## src/design/usb_otg_cfg_regs.svh

```systemverilog
// Register offsets, field positions, reset values and timing counts
// Assumes a 32-bit byte-addressed register port; included by the bank module
`ifndef USB_OTG_CFG_REGS_SVH
`define USB_OTG_CFG_REGS_SVH

// Register byte offsets
`define OFS_OTG_EVENT   8'h00
`define OFS_ERR_FLAGS   8'h04
`define OFS_CONFIG_ONE  8'h08
`define OFS_POWER_CTL   8'h0C
`define OFS_IRQ_STATUS  8'h10
`define OFS_IRQ_CLEAR   8'h14
`define OFS_IRQ_ENABLE  8'h18

// Event register fields
`define BIT_ID_CHG      7
`define BIT_ONE_MS      6
`define BIT_LINE_STABLE 5
`define BIT_ACTIVITY    4
`define BIT_SESS_VALID  3
`define BIT_SESS_END    2
`define BIT_VBUS_VALID  0
`define EVENT_MASK      8'hFD

// Error register fields
`define BIT_BTO         4
`define BIT_BUF         3
`define BIT_CRC_EOF     1
`define BIT_PID         0
`define ERROR_MASK      8'h1B

// Configuration fields and reset value
`define BIT_EYE_TEST    7
`define BIT_OE_MON      6
`define BIT_STOP_IDLE   4
`define BIT_AUTO_SUSP   0
`define CONFIG_MASK     8'hD1
`define CONFIG_RESET    8'h01
`define BIT_MAN_SUSP    1

// Interrupt status layout
`define IRQ_OTG         0
`define IRQ_ERR         1

// Timing
`define ONE_MS_NS       1000000
`define CLK_PERIOD_NS   40
`define ONE_MS_CYCLES   (`ONE_MS_NS / `CLK_PERIOD_NS)
`define TURNAROUND_BITS 16
`define SYNC_SETTLE     5

`endif

```

## src/design/usb_otg_cfg_pkg.sv

```systemverilog
// Types shared by the USB OTG status/configuration bank
// Assumes nothing beyond a SystemVerilog compiler
package usb_otg_cfg_pkg;
   typedef logic [7:0]  byte_field_t;
   typedef logic [31:0] word_t;
   // Eye-pattern generator states
   typedef enum logic [1:0] {
      EYE_J = 2'b01,
      EYE_K = 2'b10
   } eye_state_t;
endpackage

```

## src/design/usb_otg_cfg_regs.sv

```systemverilog
// USB OTG event, error and configuration register bank
// Assumes synchronous register port on CORE_CLK; pins arrive asynchronously
`timescale 1ns/1ps
`default_nettype none
`include "usb_otg_cfg_regs.svh"

module usb_otg_cfg_regs
   import usb_otg_cfg_pkg::*;
#(
   parameter int ONE_MS_CYC = `ONE_MS_CYCLES,
   parameter int BIT_CYC    = 2
) (
   // Clock and reset
   input  wire logic        CORE_CLK,
   input  wire logic        RESET_N,
   // Register port
   input  wire logic [7:0]  ADDR,
   input  wire logic [31:0] WDATA,
   input  wire logic        WR,
   input  wire logic        RD,
   output var  logic [31:0] RDATA,
   // Asynchronous pins and comparators
   input  wire logic        ID_PIN,
   input  wire logic [1:0]  LINE_STATE,
   input  wire logic        VBUS_SESS_END,
   input  wire logic        VBUS_SESS_VALID,
   // Protocol engine events, same clock
   input  wire logic        HOST_MODE,
   input  wire logic        TOKEN_CRC_BAD,
   input  wire logic        SOF_ZERO,
   input  wire logic        XFER_BUSY,
   input  wire logic        PID_BAD,
   input  wire logic        BUS_GRANT_LATE,
   input  wire logic        RX_TRUNCATED,
   input  wire logic        EOP_DONE,
   input  wire logic        RESPONSE_SEEN,
   input  wire logic        ENGINE_DRIVING,
   // Chip power state
   input  wire logic        CHIP_IDLE,
   input  wire logic        CHIP_SLEEP,
   // Outputs
   output var  logic        EYE_DP,
   output var  logic        OE_MONITOR,
   output var  logic        MODULE_RUN,
   output var  logic        SUSPEND,
   output var  logic        CLK48_GATE,
   output var  logic        IRQ
);

   //****************************************************************
   // Input synchronisers
   //****************************************************************
   localparam int NSYNC = 5;
   logic [NSYNC-1:0] s1_q, s2_q, s3_q, pin_q;
   logic [NSYNC-1:0] pins;
   assign pins = {ID_PIN, LINE_STATE, VBUS_SESS_END, VBUS_SESS_VALID};

   // Three stages; a change counts once stages two and three agree
   always_ff @(posedge CORE_CLK or negedge RESET_N) begin
      if (!RESET_N) begin
         s1_q  <= '0;
         s2_q  <= '0;
         s3_q  <= '0;
         pin_q <= '0;
      end else begin
         s1_q <= pins;
         s2_q <= s1_q;
         s3_q <= s2_q;
         for (int i = 0; i < NSYNC; i++) begin
            if (s2_q[i] == s3_q[i]) begin
               pin_q[i] <= s3_q[i];
            end
         end
      end
   end

   localparam int SETTLE = `SYNC_SETTLE;
   logic [NSYNC-1:0]  pin_prev_q;
   logic [SETTLE-1:0] fill_q;
   logic              pins_armed;
   // Edges count only once filter and history hold real pin levels;
   // arming earlier turns the ID pin's step from reset to idle into an event
   always_ff @(posedge CORE_CLK or negedge RESET_N) begin
      if (!RESET_N) begin
         pin_prev_q <= '0;
         fill_q     <= '0;
      end else begin
         pin_prev_q <= pin_q;
         fill_q     <= {fill_q[SETTLE-2:0], 1'b1};
      end
   end
   assign pins_armed = fill_q[SETTLE-1];

   logic [NSYNC-1:0] pin_chg;
   assign pin_chg = pins_armed ? (pin_q ^ pin_prev_q) : '0;

   //****************************************************************
   // Millisecond timer and line-state watch
   //****************************************************************
   function automatic logic [19:0] cnt_next(input logic [19:0] c, input int lim);
      cnt_next = (c >= 20'(lim - 1)) ? 20'h00000 : c + 20'h00001;
   endfunction

   logic [19:0] ms_cnt_q;
   logic        ms_tick;
   assign ms_tick = (ms_cnt_q == 20'(ONE_MS_CYC - 1));
   always_ff @(posedge CORE_CLK or negedge RESET_N) begin
      if (!RESET_N) ms_cnt_q <= 20'h00000;
      else          ms_cnt_q <= cnt_next(ms_cnt_q, ONE_MS_CYC);
   end

   logic [19:0] ls_cnt_q;
   logic [1:0]  ls_stable_q;
   logic        ls_event;
   logic        ls_same;
   assign ls_same  = (pin_q[3:2] == pin_prev_q[3:2]);
   assign ls_event = ls_same && (ls_cnt_q == 20'(ONE_MS_CYC - 1)) && (pin_q[3:2] != ls_stable_q);
   // Restart on any line change; record a new stable state at 1 ms
   always_ff @(posedge CORE_CLK or negedge RESET_N) begin
      if (!RESET_N) begin
         ls_cnt_q    <= 20'h00000;
         ls_stable_q <= 2'b00;
      end else if (!ls_same) begin
         ls_cnt_q <= 20'h00000;
      end else if (ls_cnt_q != 20'(ONE_MS_CYC - 1)) begin
         ls_cnt_q <= ls_cnt_q + 20'h00001;
      end else begin
         ls_stable_q <= pin_q[3:2];
      end
   end

   //****************************************************************
   // Turnaround timer
   //****************************************************************
   logic [7:0] ta_cnt_q;
   logic       ta_run_q;
   logic       ta_timeout;
   localparam int TA_LIMIT = `TURNAROUND_BITS * BIT_CYC;
   assign ta_timeout = ta_run_q && (ta_cnt_q == 8'(TA_LIMIT));
   // Counts idle after an end of packet until a response arrives
   always_ff @(posedge CORE_CLK or negedge RESET_N) begin
      if (!RESET_N) begin
         ta_cnt_q <= 8'h00;
         ta_run_q <= 1'b0;
      end else if (EOP_DONE) begin
         ta_cnt_q <= 8'h00;
         ta_run_q <= 1'b1;
      end else if (RESPONSE_SEEN || ta_timeout) begin
         ta_run_q <= 1'b0;
      end else if (ta_run_q) begin
         ta_cnt_q <= ta_cnt_q + 8'h01;
      end
   end

   //****************************************************************
   // Register port decode
   //****************************************************************
   logic wr_event, wr_err, wr_cfg, wr_pwr, wr_iclr, wr_ien;
   assign wr_event = WR && (ADDR == `OFS_OTG_EVENT);
   assign wr_err   = WR && (ADDR == `OFS_ERR_FLAGS);
   assign wr_cfg   = WR && (ADDR == `OFS_CONFIG_ONE);
   assign wr_pwr   = WR && (ADDR == `OFS_POWER_CTL);
   assign wr_iclr  = WR && (ADDR == `OFS_IRQ_CLEAR);
   assign wr_ien   = WR && (ADDR == `OFS_IRQ_ENABLE);

   //****************************************************************
   // Event flags
   //****************************************************************
   byte_field_t event_q, event_set;
   logic        awake_q;
   always_comb begin
      event_set = 8'h00;
      event_set[`BIT_ID_CHG]      = pin_chg[4];
      event_set[`BIT_ONE_MS]      = ms_tick;
      event_set[`BIT_LINE_STABLE] = ls_event;
      event_set[`BIT_ACTIVITY]    = (|pin_chg) && !awake_q;
      event_set[`BIT_SESS_VALID]  = pin_chg[1] && pin_q[1];
      event_set[`BIT_SESS_END]    = pin_chg[1];
      event_set[`BIT_VBUS_VALID]  = pin_chg[0];
   end

   // Set beats clear so an event on the clearing cycle is kept
   always_ff @(posedge CORE_CLK or negedge RESET_N) begin
      if (!RESET_N) event_q <= 8'h00;
      else event_q <= ((event_q & ~(wr_event ? WDATA[7:0] : 8'h00)) | event_set) & `EVENT_MASK;
   end

   //****************************************************************
   // Error flags
   //****************************************************************
   byte_field_t err_q, err_set;
   always_comb begin
      err_set = 8'h00;
      err_set[`BIT_CRC_EOF] = HOST_MODE ? (SOF_ZERO && XFER_BUSY)
                                        : TOKEN_CRC_BAD;
      err_set[`BIT_PID]     = PID_BAD;
      err_set[`BIT_BUF]     = BUS_GRANT_LATE || RX_TRUNCATED;
      err_set[`BIT_BTO]     = ta_timeout;
   end

   always_ff @(posedge CORE_CLK or negedge RESET_N) begin
      if (!RESET_N) err_q <= 8'h00;
      else err_q <= ((err_q & ~(wr_err ? WDATA[7:0] : 8'h00)) | err_set) & `ERROR_MASK;
   end

   //****************************************************************
   // Configuration and power control
   //****************************************************************
   byte_field_t cfg_q;
   logic        man_susp_q;
   always_ff @(posedge CORE_CLK or negedge RESET_N) begin
      if (!RESET_N) cfg_q <= `CONFIG_RESET;
      else if (wr_cfg) cfg_q <= WDATA[7:0] & `CONFIG_MASK;
   end

   always_ff @(posedge CORE_CLK or negedge RESET_N) begin
      if (!RESET_N) man_susp_q <= 1'b0;
      else if (wr_pwr) man_susp_q <= WDATA[`BIT_MAN_SUSP];
   end

   //****************************************************************
   // Interrupt status, clear and enable
   //****************************************************************
   logic [1:0] ist_q, ien_q, ist_set;
   assign ist_set = {|err_set, |event_set};
   always_ff @(posedge CORE_CLK or negedge RESET_N) begin
      if (!RESET_N) begin
         ist_q <= 2'b00;
         ien_q <= 2'b00;
      end else begin
         ist_q <= (ist_q & ~(wr_iclr ? WDATA[1:0] : 2'b00)) | ist_set;
         if (wr_ien) ien_q <= WDATA[1:0];
      end
   end

   always_ff @(posedge CORE_CLK or negedge RESET_N) begin
      if (!RESET_N) IRQ <= 1'b0;
      else          IRQ <= |(ist_d() & ien_q);
   end

   function automatic logic [1:0] ist_d();
      ist_d = (ist_q & ~(wr_iclr ? WDATA[1:0] : 2'b00)) | ist_set;
   endfunction

   //****************************************************************
   // Read data, one cycle after the strobe
   //****************************************************************
   word_t rdata_d;
   always_comb begin
      rdata_d = 32'h00000000;
      unique case (ADDR)
         `OFS_OTG_EVENT:  rdata_d[7:0] = event_q;
         `OFS_ERR_FLAGS:  rdata_d[7:0] = err_q;
         `OFS_CONFIG_ONE: rdata_d[7:0] = cfg_q;
         `OFS_POWER_CTL:  rdata_d[`BIT_MAN_SUSP] = man_susp_q;
         `OFS_IRQ_STATUS: rdata_d[1:0] = ist_q;
         `OFS_IRQ_ENABLE: rdata_d[1:0] = ien_q;
         default:         rdata_d = 32'h00000000; // Unmapped and write-only read zero
      endcase
   end

   always_ff @(posedge CORE_CLK or negedge RESET_N) begin
      if (!RESET_N) RDATA <= 32'h00000000;
      else          RDATA <= RD ? rdata_d : 32'h00000000;
   end

   //****************************************************************
   // Power behaviour: idle stop, suspend, clock gate
   //****************************************************************
   logic suspend_d, run_d;
   assign suspend_d = man_susp_q || (cfg_q[`BIT_AUTO_SUSP] && CHIP_SLEEP);
   assign run_d     = !suspend_d && !(cfg_q[`BIT_STOP_IDLE] && CHIP_IDLE);

   // Wake detection is armed only while suspended
   always_ff @(posedge CORE_CLK or negedge RESET_N) begin
      if (!RESET_N) begin
         SUSPEND    <= 1'b0;
         CLK48_GATE <= 1'b0;
         MODULE_RUN <= 1'b1;
         awake_q    <= 1'b1;
      end else begin
         SUSPEND    <= suspend_d;
         CLK48_GATE <= suspend_d;
         MODULE_RUN <= run_d;
         awake_q    <= !suspend_d;
      end
   end

   //****************************************************************
   // Eye-pattern test and OE monitor
   //****************************************************************
   eye_state_t eye_q;
   always_ff @(posedge CORE_CLK or negedge RESET_N) begin
      if (!RESET_N) eye_q <= EYE_J;
      else if (cfg_q[`BIT_EYE_TEST] && run_d) begin
         unique case (eye_q)
            EYE_J: eye_q <= EYE_K;
            EYE_K: eye_q <= EYE_J;
            default: eye_q <= EYE_J;
         endcase
      end else eye_q <= EYE_J;
   end

   always_ff @(posedge CORE_CLK or negedge RESET_N) begin
      if (!RESET_N) begin
         EYE_DP     <= 1'b0;
         OE_MONITOR <= 1'b0;
      end else begin
         EYE_DP     <= cfg_q[`BIT_EYE_TEST] && (eye_q == EYE_K);
         OE_MONITOR <= cfg_q[`BIT_OE_MON] && (ENGINE_DRIVING || cfg_q[`BIT_EYE_TEST]);
      end
   end

   //****************************************************************
   // Checks
   //****************************************************************
   a_event_w1c: assert property (@(posedge CORE_CLK) disable iff (!RESET_N)
      (wr_event && WDATA[`BIT_ONE_MS] && !ms_tick) |=> !event_q[`BIT_ONE_MS])
      else $error("Timer flag not cleared by write one");
   a_zero_keeps: assert property (@(posedge CORE_CLK) disable iff (!RESET_N)
      (event_q[`BIT_ID_CHG] && !(wr_event && WDATA[`BIT_ID_CHG])) |=> event_q[`BIT_ID_CHG])
      else $error("ID flag lost without a clear");
   a_id_sets: assert property (@(posedge CORE_CLK) disable iff (!RESET_N)
      pin_chg[4] |=> event_q[`BIT_ID_CHG])
      else $error("ID change not flagged");
   a_timer_sets: assert property (@(posedge CORE_CLK) disable iff (!RESET_N)
      ms_tick |=> event_q[`BIT_ONE_MS] ##1 (ms_cnt_q == 20'h00001))
      else $error("Timer flag or restart wrong");
   a_unimpl_zero: assert property (@(posedge CORE_CLK) disable iff (!RESET_N)
      $past(RD) |-> (RDATA[31:8] == 24'h000000))
      else $error("Upper bits not zero");
   a_crc_dev: assert property (@(posedge CORE_CLK) disable iff (!RESET_N)
      (!HOST_MODE && TOKEN_CRC_BAD) |=> err_q[`BIT_CRC_EOF])
      else $error("CRC5 error not flagged");
   a_eof_host: assert property (@(posedge CORE_CLK) disable iff (!RESET_N)
      (HOST_MODE && SOF_ZERO && XFER_BUSY) |=> err_q[`BIT_CRC_EOF])
      else $error("EOF error not flagged");
   a_pid_sets: assert property (@(posedge CORE_CLK) disable iff (!RESET_N)
      PID_BAD |=> err_q[`BIT_PID])
      else $error("PID failure not flagged");
   a_ta_timeout: assert property (@(posedge CORE_CLK) disable iff (!RESET_N)
      (EOP_DONE ##1 (!EOP_DONE && !RESPONSE_SEEN) [*8]) |-> ta_run_q)
      else $error("Turnaround stopped early");
   a_auto_susp: assert property (@(posedge CORE_CLK) disable iff (!RESET_N)
      (cfg_q[`BIT_AUTO_SUSP] && CHIP_SLEEP) |=> (SUSPEND && CLK48_GATE))
      else $error("Automatic suspend missing");
   a_idle_stop: assert property (@(posedge CORE_CLK) disable iff (!RESET_N)
      (cfg_q[`BIT_STOP_IDLE] && CHIP_IDLE) |=> !MODULE_RUN)
      else $error("Module ran in idle");

endmodule

`default_nettype wire

```

## config.mk

```make
export PLATFORM = sky130hd
export DESIGN_NAME = usb_otg_cfg_regs
export DESIGN_NICKNAME = d
export VERILOG_FILES = /design/src/design/usb_otg_cfg_pkg.sv /design/src/design/usb_otg_cfg_regs.sv
export VERILOG_INCLUDE_DIRS = /design/src /design/src/design
export SDC_FILE = /design/constraint.sdc
export NUM_CORES = 1
export LEC_CHECK = 0
export BUFFER_PORTS_ARGS = -buffer_cell sky130_fd_sc_hd__buf_4
export CAP_MARGIN = 20
export CORE_UTILIZATION = 45
export CTS_BUF_LIST = sky130_fd_sc_hd__clkbuf_2 sky130_fd_sc_hd__clkbuf_4 sky130_fd_sc_hd__clkbuf_8
export DETAILED_ROUTE_END_ITERATION = 8
export PLACE_DENSITY = 0.75
export SLEW_MARGIN = 20
export SYNTH_ARGS = -nofsm -noshare
export SYNTH_HDL_FRONTEND = slang
export SYNTH_SLANG_ARGS = --single-unit
export TNS_END_PERCENT = 50
```

## constraint.sdc

```tcl
create_clock -name CORE_CLK -period 2.6 [get_ports CORE_CLK]
set_input_delay 0.26 -clock CORE_CLK [delete_from_list [all_inputs] [get_ports CORE_CLK]]
set_output_delay 0.26 -clock CORE_CLK [all_outputs]
set_load 0.005 [all_outputs]
```

==> results of run 1 <==
[cells in the final DEF (no fill, tap or decap), types with 3 or more instances in the layout]
cell type	instances
a21oi_1	12
a22o_1	7
and2_1	5
and3_1	9
and4_1	5
buf_4	52
bufinv_16	4
clkbuf_8	18
clkinv_4	3
clkinvlp_4	3
conb_1	30
dfrtp_1	113
dfstp_2	4
dlygate4sd3_1	7
ha_1	4
inv_1	12
inv_6	3
maj3_1	5
mux2_2	9
mux2i_1	6
nand2_1	32
nand2b_1	3
nand3_1	15
nand4_1	8
nor2_1	50
nor2b_1	6
nor3_1	7
nor4_1	4
o21ai_0	4
o21bai_1	3
or3_1	5
xnor2_1	17
xor2_1	23
[flip-flops by register name (all words and copies together), names as in the netlist, 2 cells and up]
name and flops:
RDATA 8, cfg_q 4, err_q 4, event_q 7, eye_q 2, fill_q 5, ien_q 2, ist_q 2
ls_cnt_q 20, ls_stable_q 2, ms_cnt_q 20, pin_prev_q 5, pin_q 5, s1_q 5, s2_q 5, s3_q 5
ta_cnt_q 8
[power by group]
part / leakage [nW] / switching [mW] / internal (mW)
clock network: 0.216 / 0.762 / 1.08
logic: 1.02 / 0.147 / 0.115
registers: 1.48 / 0.0461 / 1.89
[timing repair]
item,CTS,global route
hold buffers,7,0
endpoints found under the hold margin,52,0
setup buffers,0,0
endpoints found under the setup margin,0,0
[area by class of cell]
type / count / area [um^2]
clock buffer: 18 / 248
sequential: 117 / 2930
tap: 140 / 175
clock inverter: 14 / 200
fill: 926 / 4850
timing repair buffer: 60 / 480
inverter: 12 / 45.0
multi-input combinational: 307 / 1950
[per-layer routing]
metal,vias to the layer above,part of all wire (%),global-route usage (%),wire (um)
met5,-,0,0,0
met2,94,49,29.1,4730
met4,0,1.4,7.63,133
met3,12,4.5,5.36,435
li1,1618,-,-,-
met1,1679,45,23.5,4310
[cell families after synthesis]
kind of cell	count (synthesis)	synth area share (%)
fa+ha+maj	9	1.98
mux	15	3.19
simple gates	169	18.1
compound gates	44	6.27
buf+inv	45	5.37
flops	117	58.0
xor+xnor	40	6.93
other cells	2	0.149
[final timing paths]
path                            cells past startpoint  slack, ns                 endpoint
worst max register to register                      6       0.52            IRQ$_DFF_PN0_
worst max-delay path                                6       0.52            IRQ$_DFF_PN0_
worst min register to register                      0       0.35        s2_q[0]$_DFF_PN0_
min in group asynchronous                           2       0.41            IRQ$_DFF_PN0_
worst min-delay path                                2       0.03       err_q[0]$_DFF_PN0_
max in group asynchronous                           3       1.41  ls_cnt_q[3]$_DFFE_PN0N_
==> metrics.txt, run 1 <==
# TYPE chip_impl_metric gauge
chip_impl_metric{name="gr-total-overflow",unit=""} 0
chip_impl_info{name="synth.top_cells.by_count",value="dfrtp_1 (113), nor2_1 (50), nand2_1 (32)"} 1
chip_impl_info{name="critPathTopFamily",value="simple AND/OR/NAND/NOR gates"} 1
chip_impl_metric{name="buffer_ports.inserted",unit=""} 50
chip_impl_metric{name="drt_first_pass_iters",unit=""} 4
chip_impl_metric{name="floorplan.io_pins",unit=""} 99
chip_impl_info{name="r2r-start",value="ta_cnt_q[0]$_DFFE_PN0P_"} 1
chip_impl_metric{name="antenna_violation_net_count_after_detailed_routing",unit=""} 0
chip_impl_metric{name="place.detailed.instances",unit=""} 629
chip_impl_metric{name="post_dp_cell_area",unit="um^2"} 5520
chip_impl_metric{name="fin_worst_hold_slack",unit="ns"} 0.0328
chip_impl_info{name="critical_path.startpoint_type",value="register"} 1
chip_impl_info{name="critPathLaunch",value="ta_cnt_q[0]$_DFFE_PN0P_"} 1
chip_impl_metric{name="totalPowerFinal",unit="mW"} 4.04
chip_impl_metric{name="max_slew_margin",unit="%"} 56.7
chip_impl_metric{name="final.setup_skew",unit="ns"} 0.00744
chip_impl_metric{name="synth_top_area_share",unit="%"} 56.0
chip_impl_metric{name="power_density",unit="nW/um^2"} 669
chip_impl_metric{name="pre_cts_ws",unit="ns"} 0.583
chip_impl_info{name="crit_path_cell_trace",value="inv_1, ha_1, nor4bb_1, a2111o_1, or4_4, a22o_1"} 1
chip_impl_metric{name="tritoncts.num_buffers",unit=""} 17
chip_impl_metric{name="final-hold-violation-count",unit=""} 0
chip_impl_metric{name="syn_inst",unit=""} 441
chip_impl_metric{name="cap_viol_max_count",unit=""} 0
chip_impl_metric{name="worst_path_largest_cell_delay",unit="ns"} 0.49
chip_impl_metric{name="height_of_the_chip",unit="um"} 108
chip_impl_metric{name="gpl.final_weighted_congestion",unit=""} 0.818
chip_impl_metric{name="num_antenna_cells",unit=""} 0
chip_impl_metric{name="die_x",unit="um"} 108
chip_impl_metric{name="ys_ff_latch",unit=""} 117
chip_impl_info{name="class_of_the_tightest_hold_or_removal_check",value="primary input to register"} 1
chip_impl_info{name="timing_worst_setup_path_type",value="register to register"} 1
chip_impl_metric{name="avg_inst_size_synth",unit="um^2"} 11.5
chip_impl_metric{name="max-clock-path-buffers",unit=""} 2
chip_impl_metric{name="ys_async_sr_fraction",unit="%"} 100
chip_impl_metric{name="post_synth_edffs",unit=""} 0
chip_impl_metric{name="final_area",unit="um^2"} 6030
chip_impl_metric{name="post-route-period-util",unit="%"} 79.9
chip_impl_metric{name="max-vdd-ir-drop",unit="mV"} 0.393
chip_impl_metric{name="routed_wire_length_per_instance",unit="um"} 14.4
chip_impl_info{name="yosys-top-cells-area",value="dfrtp_1 (56%), xor2_1 (4.0%), buf_4 (3.7%)"} 1
chip_impl_info{name="rsz_0062_raised_after_global_routing",value="false"} 1
chip_impl_metric{name="cp.arrival",unit="ns"} 2.40
chip_impl_metric{name="routed_wirelength",unit="um"} 9610
chip_impl_metric{name="grt_first_pass_wirelength",unit="um"} 16000
chip_impl_metric{name="min_period",unit="ns"} 2.08
chip_impl_metric{name="grt_pass1_vias",unit=""} 3327
chip_impl_metric{name="utilization",unit="%"} 55.4
chip_impl_metric{name="cp_data_required_time",unit="ns"} 2.92
chip_impl_metric{name="post_synth_num_cell_types",unit=""} 59
chip_impl_metric{name="path_max_fanout",unit=""} 6
chip_impl_info{name="yosys.cell_count.top_type",value="dfrtp_1"} 1
chip_impl_metric{name="netlist_area",unit="um^2"} 5050
chip_impl_info{name="tritoncts",value="done"} 1
chip_impl_metric{name="layout-area-overhead-vs-synth",unit="%"} 19.4
chip_impl_metric{name="synth_seq_area_share",unit="%"} 58.0
chip_impl_metric{name="cts_repair_resize_count",unit=""} 0
chip_impl_metric{name="final_layout_size_suffix_gt1_share",unit="%"} 20.5
chip_impl_metric{name="initial_utilization",unit="%"} 46.4
chip_impl_metric{name="nets",unit=""} 580
chip_impl_metric{name="worstPathBufferInverterCount",unit=""} 1
chip_impl_metric{name="slew_viol_final",unit=""} 0
chip_impl_metric{name="ys_warn_count",unit=""} 0
chip_impl_info{name="worst_hold_launch",value="PID_BAD"} 1
chip_impl_info{name="cts.root.buffer_cell",value="clkbuf_8"} 1
chip_impl_metric{name="report.final.setup_viol",unit=""} 0
chip_impl_metric{name="worst_slew_pin_slew",unit="ns"} 0.650
chip_impl_metric{name="fin_tns_setup",unit="ns"} 0
chip_impl_metric{name="placeableCoreArea",unit="um^2"} 10900
chip_impl_metric{name="cts.htree.levels",unit=""} 4
chip_impl_metric{name="grt_start_max_net_pins",unit=""} 68
chip_impl_metric{name="dp.final_hpwl",unit="um"} 6520
chip_impl_metric{name="num_vias",unit=""} 3403
chip_impl_info{name="run_status",value="finished clean"} 1
chip_impl_metric{name="final_standard_cell_count_with_taps_included_and_fillers_excluded",unit=""} 668
chip_impl_metric{name="cts_num_sinks",unit=""} 117
chip_impl_info{name="critical-path-slowest-cell",value="or4_4"} 1
chip_impl_metric{name="clock.fmax",unit="MHz"} 481
chip_impl_info{name="worstSetupEndpointType",value="register"} 1
chip_impl_metric{name="leakage",unit="nW"} 2.72
chip_impl_info{name="yosys_most_used_dff",value="dfrtp_1"} 1
chip_impl_info{name="synth_top_cell_by_area",value="dfrtp_1"} 1
chip_impl_metric{name="die_area",unit="um^2"} 11700
chip_impl_metric{name="final_critical_path_setup_slack",unit="ns"} 0.521
chip_impl_metric{name="drt_first_iter_violations",unit=""} 99
chip_impl_metric{name="std_cell_rows",unit=""} 38
chip_impl_metric{name="route.detailed.drc",unit=""} 0
chip_impl_metric{name="viasPerCell",unit=""} 5.09
chip_impl_metric{name="clock_insertion_delay_worst_skew",unit="ns"} 0.43
chip_impl_metric{name="cts.reportedPaths.clkPinSlew",unit="ns"} 0.07
chip_impl_metric{name="antenna_found_initial",unit=""} 0
chip_impl_metric{name="global_route.usage.total",unit="%"} 18.3
No activity file was read; power rests on OpenSTA's default activity.
==> inputs of run 2 (changes only) <==
- clock period: 2.6 -> 2.1 ns (I/O delays scaled with it)
==> metrics.txt, run 2 (synthesis gave the netlist of run 1 again) <==
# TYPE chip_impl_metric gauge
chip_impl_info{name="run_status",value="finished clean"} 1
chip_impl_metric{name="die_area",unit="um^2"} 11700
chip_impl_metric{name="layout-area-overhead-vs-synth",unit="%"} 20.0
chip_impl_info{name="cts.root.buffer_cell",value="clkbuf_8"} 1
chip_impl_metric{name="grt_first_pass_wirelength",unit="um"} 15500
chip_impl_metric{name="power_report.internal_total",unit="mW"} 3.57
chip_impl_metric{name="final_standard_cell_count_with_taps_included_and_fillers_excluded",unit=""} 676
chip_impl_metric{name="pre_cts_ws",unit="ns"} 0.118
chip_impl_metric{name="floorplan.io_pins",unit=""} 99
chip_impl_info{name="rsz_0062_raised_after_global_routing",value="false"} 1
chip_impl_metric{name="place.detailed.instances",unit=""} 632
chip_impl_metric{name="cts.repair_timing.setup_buffer_count",unit=""} 0
chip_impl_metric{name="max_slew_margin",unit="%"} 59.8
chip_impl_metric{name="cts_num_sinks",unit=""} 117
chip_impl_metric{name="worst_path_largest_cell_delay",unit="ns"} 0.49
chip_impl_info{name="tritoncts",value="done"} 1
chip_impl_metric{name="report.final.setup_viol",unit=""} 0
chip_impl_metric{name="cp_data_required_time",unit="ns"} 2.42
chip_impl_metric{name="grt_pass1_vias",unit=""} 3342
chip_impl_info{name="critPathTopFamily",value="simple AND/OR/NAND/NOR gates"} 1
chip_impl_metric{name="cap_viol_max_count",unit=""} 0
chip_impl_metric{name="final_layout_size_suffix_gt1_share",unit="%"} 20.9
chip_impl_metric{name="grt_start_max_net_pins",unit=""} 118
chip_impl_metric{name="final.setup_skew",unit="ns"} 0.0101
chip_impl_info{name="class_of_the_tightest_hold_or_removal_check",value="primary input to register"} 1
chip_impl_metric{name="antenna_violation_net_count_after_detailed_routing",unit=""} 0
chip_impl_metric{name="switching_part_of_the_total_power",unit="%"} 25.4
chip_impl_info{name="top_regs",value="ls_cnt_q (20), ms_cnt_q (20)"} 1
chip_impl_metric{name="routed_wirelength",unit="um"} 9220
chip_impl_metric{name="drt_first_iter_violations",unit=""} 133
chip_impl_metric{name="leakage",unit="nW"} 2.74
chip_impl_metric{name="slew_viol_final",unit=""} 0
chip_impl_metric{name="clock_insertion_delay_worst_skew",unit="ns"} 0.43
chip_impl_metric{name="share_comb_of_total_power",unit="%"} 7.1
chip_impl_metric{name="std_cell_rows",unit=""} 38
chip_impl_metric{name="net_switching_component_of_the_power",unit="mW"} 1.22
chip_impl_metric{name="cp.arrival",unit="ns"} 2.32
chip_impl_metric{name="path_max_fanout",unit=""} 5
chip_impl_metric{name="num_vias",unit=""} 3421
chip_impl_metric{name="drt_first_pass_iters",unit=""} 4
chip_impl_metric{name="initial_utilization",unit="%"} 46.4
chip_impl_info{name="crit_path_cell_trace",value="inv_1, ha_1, nor4bb_1, a2111o_1, or4_4, a22o_1"} 1
chip_impl_metric{name="routed_wire_length_per_instance",unit="um"} 13.6
chip_impl_metric{name="tritoncts.num_buffers",unit=""} 17
chip_impl_metric{name="route.detailed.drc",unit=""} 0
chip_impl_metric{name="cts.reportedPaths.clkPinSlew",unit="ns"} 0.08
chip_impl_info{name="final_common_cell",value="dfrtp_1"} 1
chip_impl_metric{name="power_density",unit="nW/um^2"} 789
chip_impl_metric{name="gpl.final_weighted_congestion",unit=""} 0.829
chip_impl_info{name="timing_worst_setup_path_type",value="register to register"} 1
chip_impl_metric{name="max-vdd-ir-drop",unit="mV"} 0.437
chip_impl_metric{name="final_critical_path_setup_slack",unit="ns"} 0.0964
chip_impl_metric{name="final_area",unit="um^2"} 6060
chip_impl_metric{name="cts.htree.levels",unit=""} 4
chip_impl_metric{name="num_antenna_cells",unit=""} 0
chip_impl_metric{name="final-hold-violation-count",unit=""} 0
chip_impl_metric{name="worst_slew_pin_slew",unit="ns"} 0.602
chip_impl_metric{name="buffer_ports.inserted",unit=""} 50
chip_impl_metric{name="placeableCoreArea",unit="um^2"} 10900
chip_impl_metric{name="post_dp_cell_area",unit="um^2"} 5540
chip_impl_metric{name="viasPerCell",unit=""} 5.06
chip_impl_metric{name="nets",unit=""} 588
chip_impl_info{name="most-common-layout-cells",value="dfrtp_1 (113), buf_4 (55), nor2_1 (50), nand2_1 (32), conb_1 (30)"} 1
chip_impl_metric{name="p_clk_share",unit="%"} 43.0
chip_impl_metric{name="min_period",unit="ns"} 2.00
chip_impl_info{name="worstSetupEndpointType",value="register"} 1
chip_impl_metric{name="die_x",unit="um"} 108
chip_impl_metric{name="worstPathBufferInverterCount",unit=""} 1
chip_impl_metric{name="antenna_found_initial",unit=""} 0
chip_impl_info{name="critical_path.startpoint_type",value="register"} 1
chip_impl_metric{name="seq_power_share",unit="%"} 49.9
chip_impl_metric{name="utilization",unit="%"} 55.7
chip_impl_metric{name="clock.fmax",unit="MHz"} 499
chip_impl_metric{name="gr-total-overflow",unit=""} 0
chip_impl_metric{name="fin_tns_setup",unit="ns"} 0
chip_impl_metric{name="global_route.usage.total",unit="%"} 17.7
chip_impl_metric{name="post-route-period-util",unit="%"} 95.4
chip_impl_info{name="critical-path-slowest-cell",value="or4_4"} 1
chip_impl_metric{name="dp.final_hpwl",unit="um"} 6300
chip_impl_metric{name="height_of_the_chip",unit="um"} 108
chip_impl_metric{name="max-clock-path-buffers",unit=""} 2
==> run 2: layout make-up <==
class	instances	area, um^2
Fill cell	898	4820
Sequential cell	117	2930
Multi-Input combinational cell	307	1960
Tap cell	140	175
Clock buffer	17	234
Timing Repair Buffer	68	553
Clock inverter	15	166
Inverter	12	45.0
==> run 2: power groups by stage <==
stage	clock (mW)	combinational, mW	sequential [mW]
finish	2.06	0.338	2.39
global route	2.22	0.379	2.40
CTS	2.12	0.342	2.39
detailed placement	0	0.324	2.43
global placement	0	0.315	2.43
floorplan	0	0.193	2.42
==> run 2: stage by stage <==
step / hold WS [ns] / total power, mW
2_1_floorplan: -0.0856 / 2.61
3_3_place_gp: 0.319 / 2.74
3_5_place_dp: 0.322 / 2.76
4_1_cts: 0.00221 / 4.85
5_1_grt: 0.00795 / 4.99
6_report: 0.0343 / 4.79
==> run 2: worst reg2reg max path: stages, from the launching register on <==
cell and delay [ns]:
dfrtp_1 0.41, inv_1 0.08, ha_1 0.18, nor4bb_1 0.15
a2111o_1 0.39, or4_4 0.49, a22o_1 0.20
==> run 2: metal layers <==
| layer | global-route usage [%] | share of wire [%] |
|---|---|---|
| met3 | 5.06 | 5.1 |
| met4 | 8.81 | 1.6 |
| met1 | 23.6 | 46 |
| met2 | 26.5 | 47 |
| met5 | 0 | 0 |
==> run 2: worst paths after layout <==
path / slack, ns / end / start / cells past startpoint
max reg2reg: 0.1 / IRQ$_DFF_PN0_ / ta_cnt_q[1]$_DFFE_PN0P_ / 6
max in group asynchronous: 1.26 / CLK48_GATE$_DFF_PN0_ / RESET_N / 3
min in group asynchronous: 0.39 / ls_cnt_q[9]$_DFFE_PN0N_ / RESET_N / 3
min reg2reg: 0.35 / fill_q[3]$_DFF_PN0_ / fill_q[2]$_DFF_PN0_ / 0
min: 0.03 / cfg_q[7]$_DFFE_PN0P_ / WDATA[7] / 2
max: 0.1 / IRQ$_DFF_PN0_ / ta_cnt_q[1]$_DFFE_PN0P_ / 6
==> run 2: what timing repair did <==
item | CTS | global route
resized for setup | 0 | 1
hold buffers | 12 | 0
setup endpoints to repair | 0 | 2
hold endpoints to repair | 131 | 0
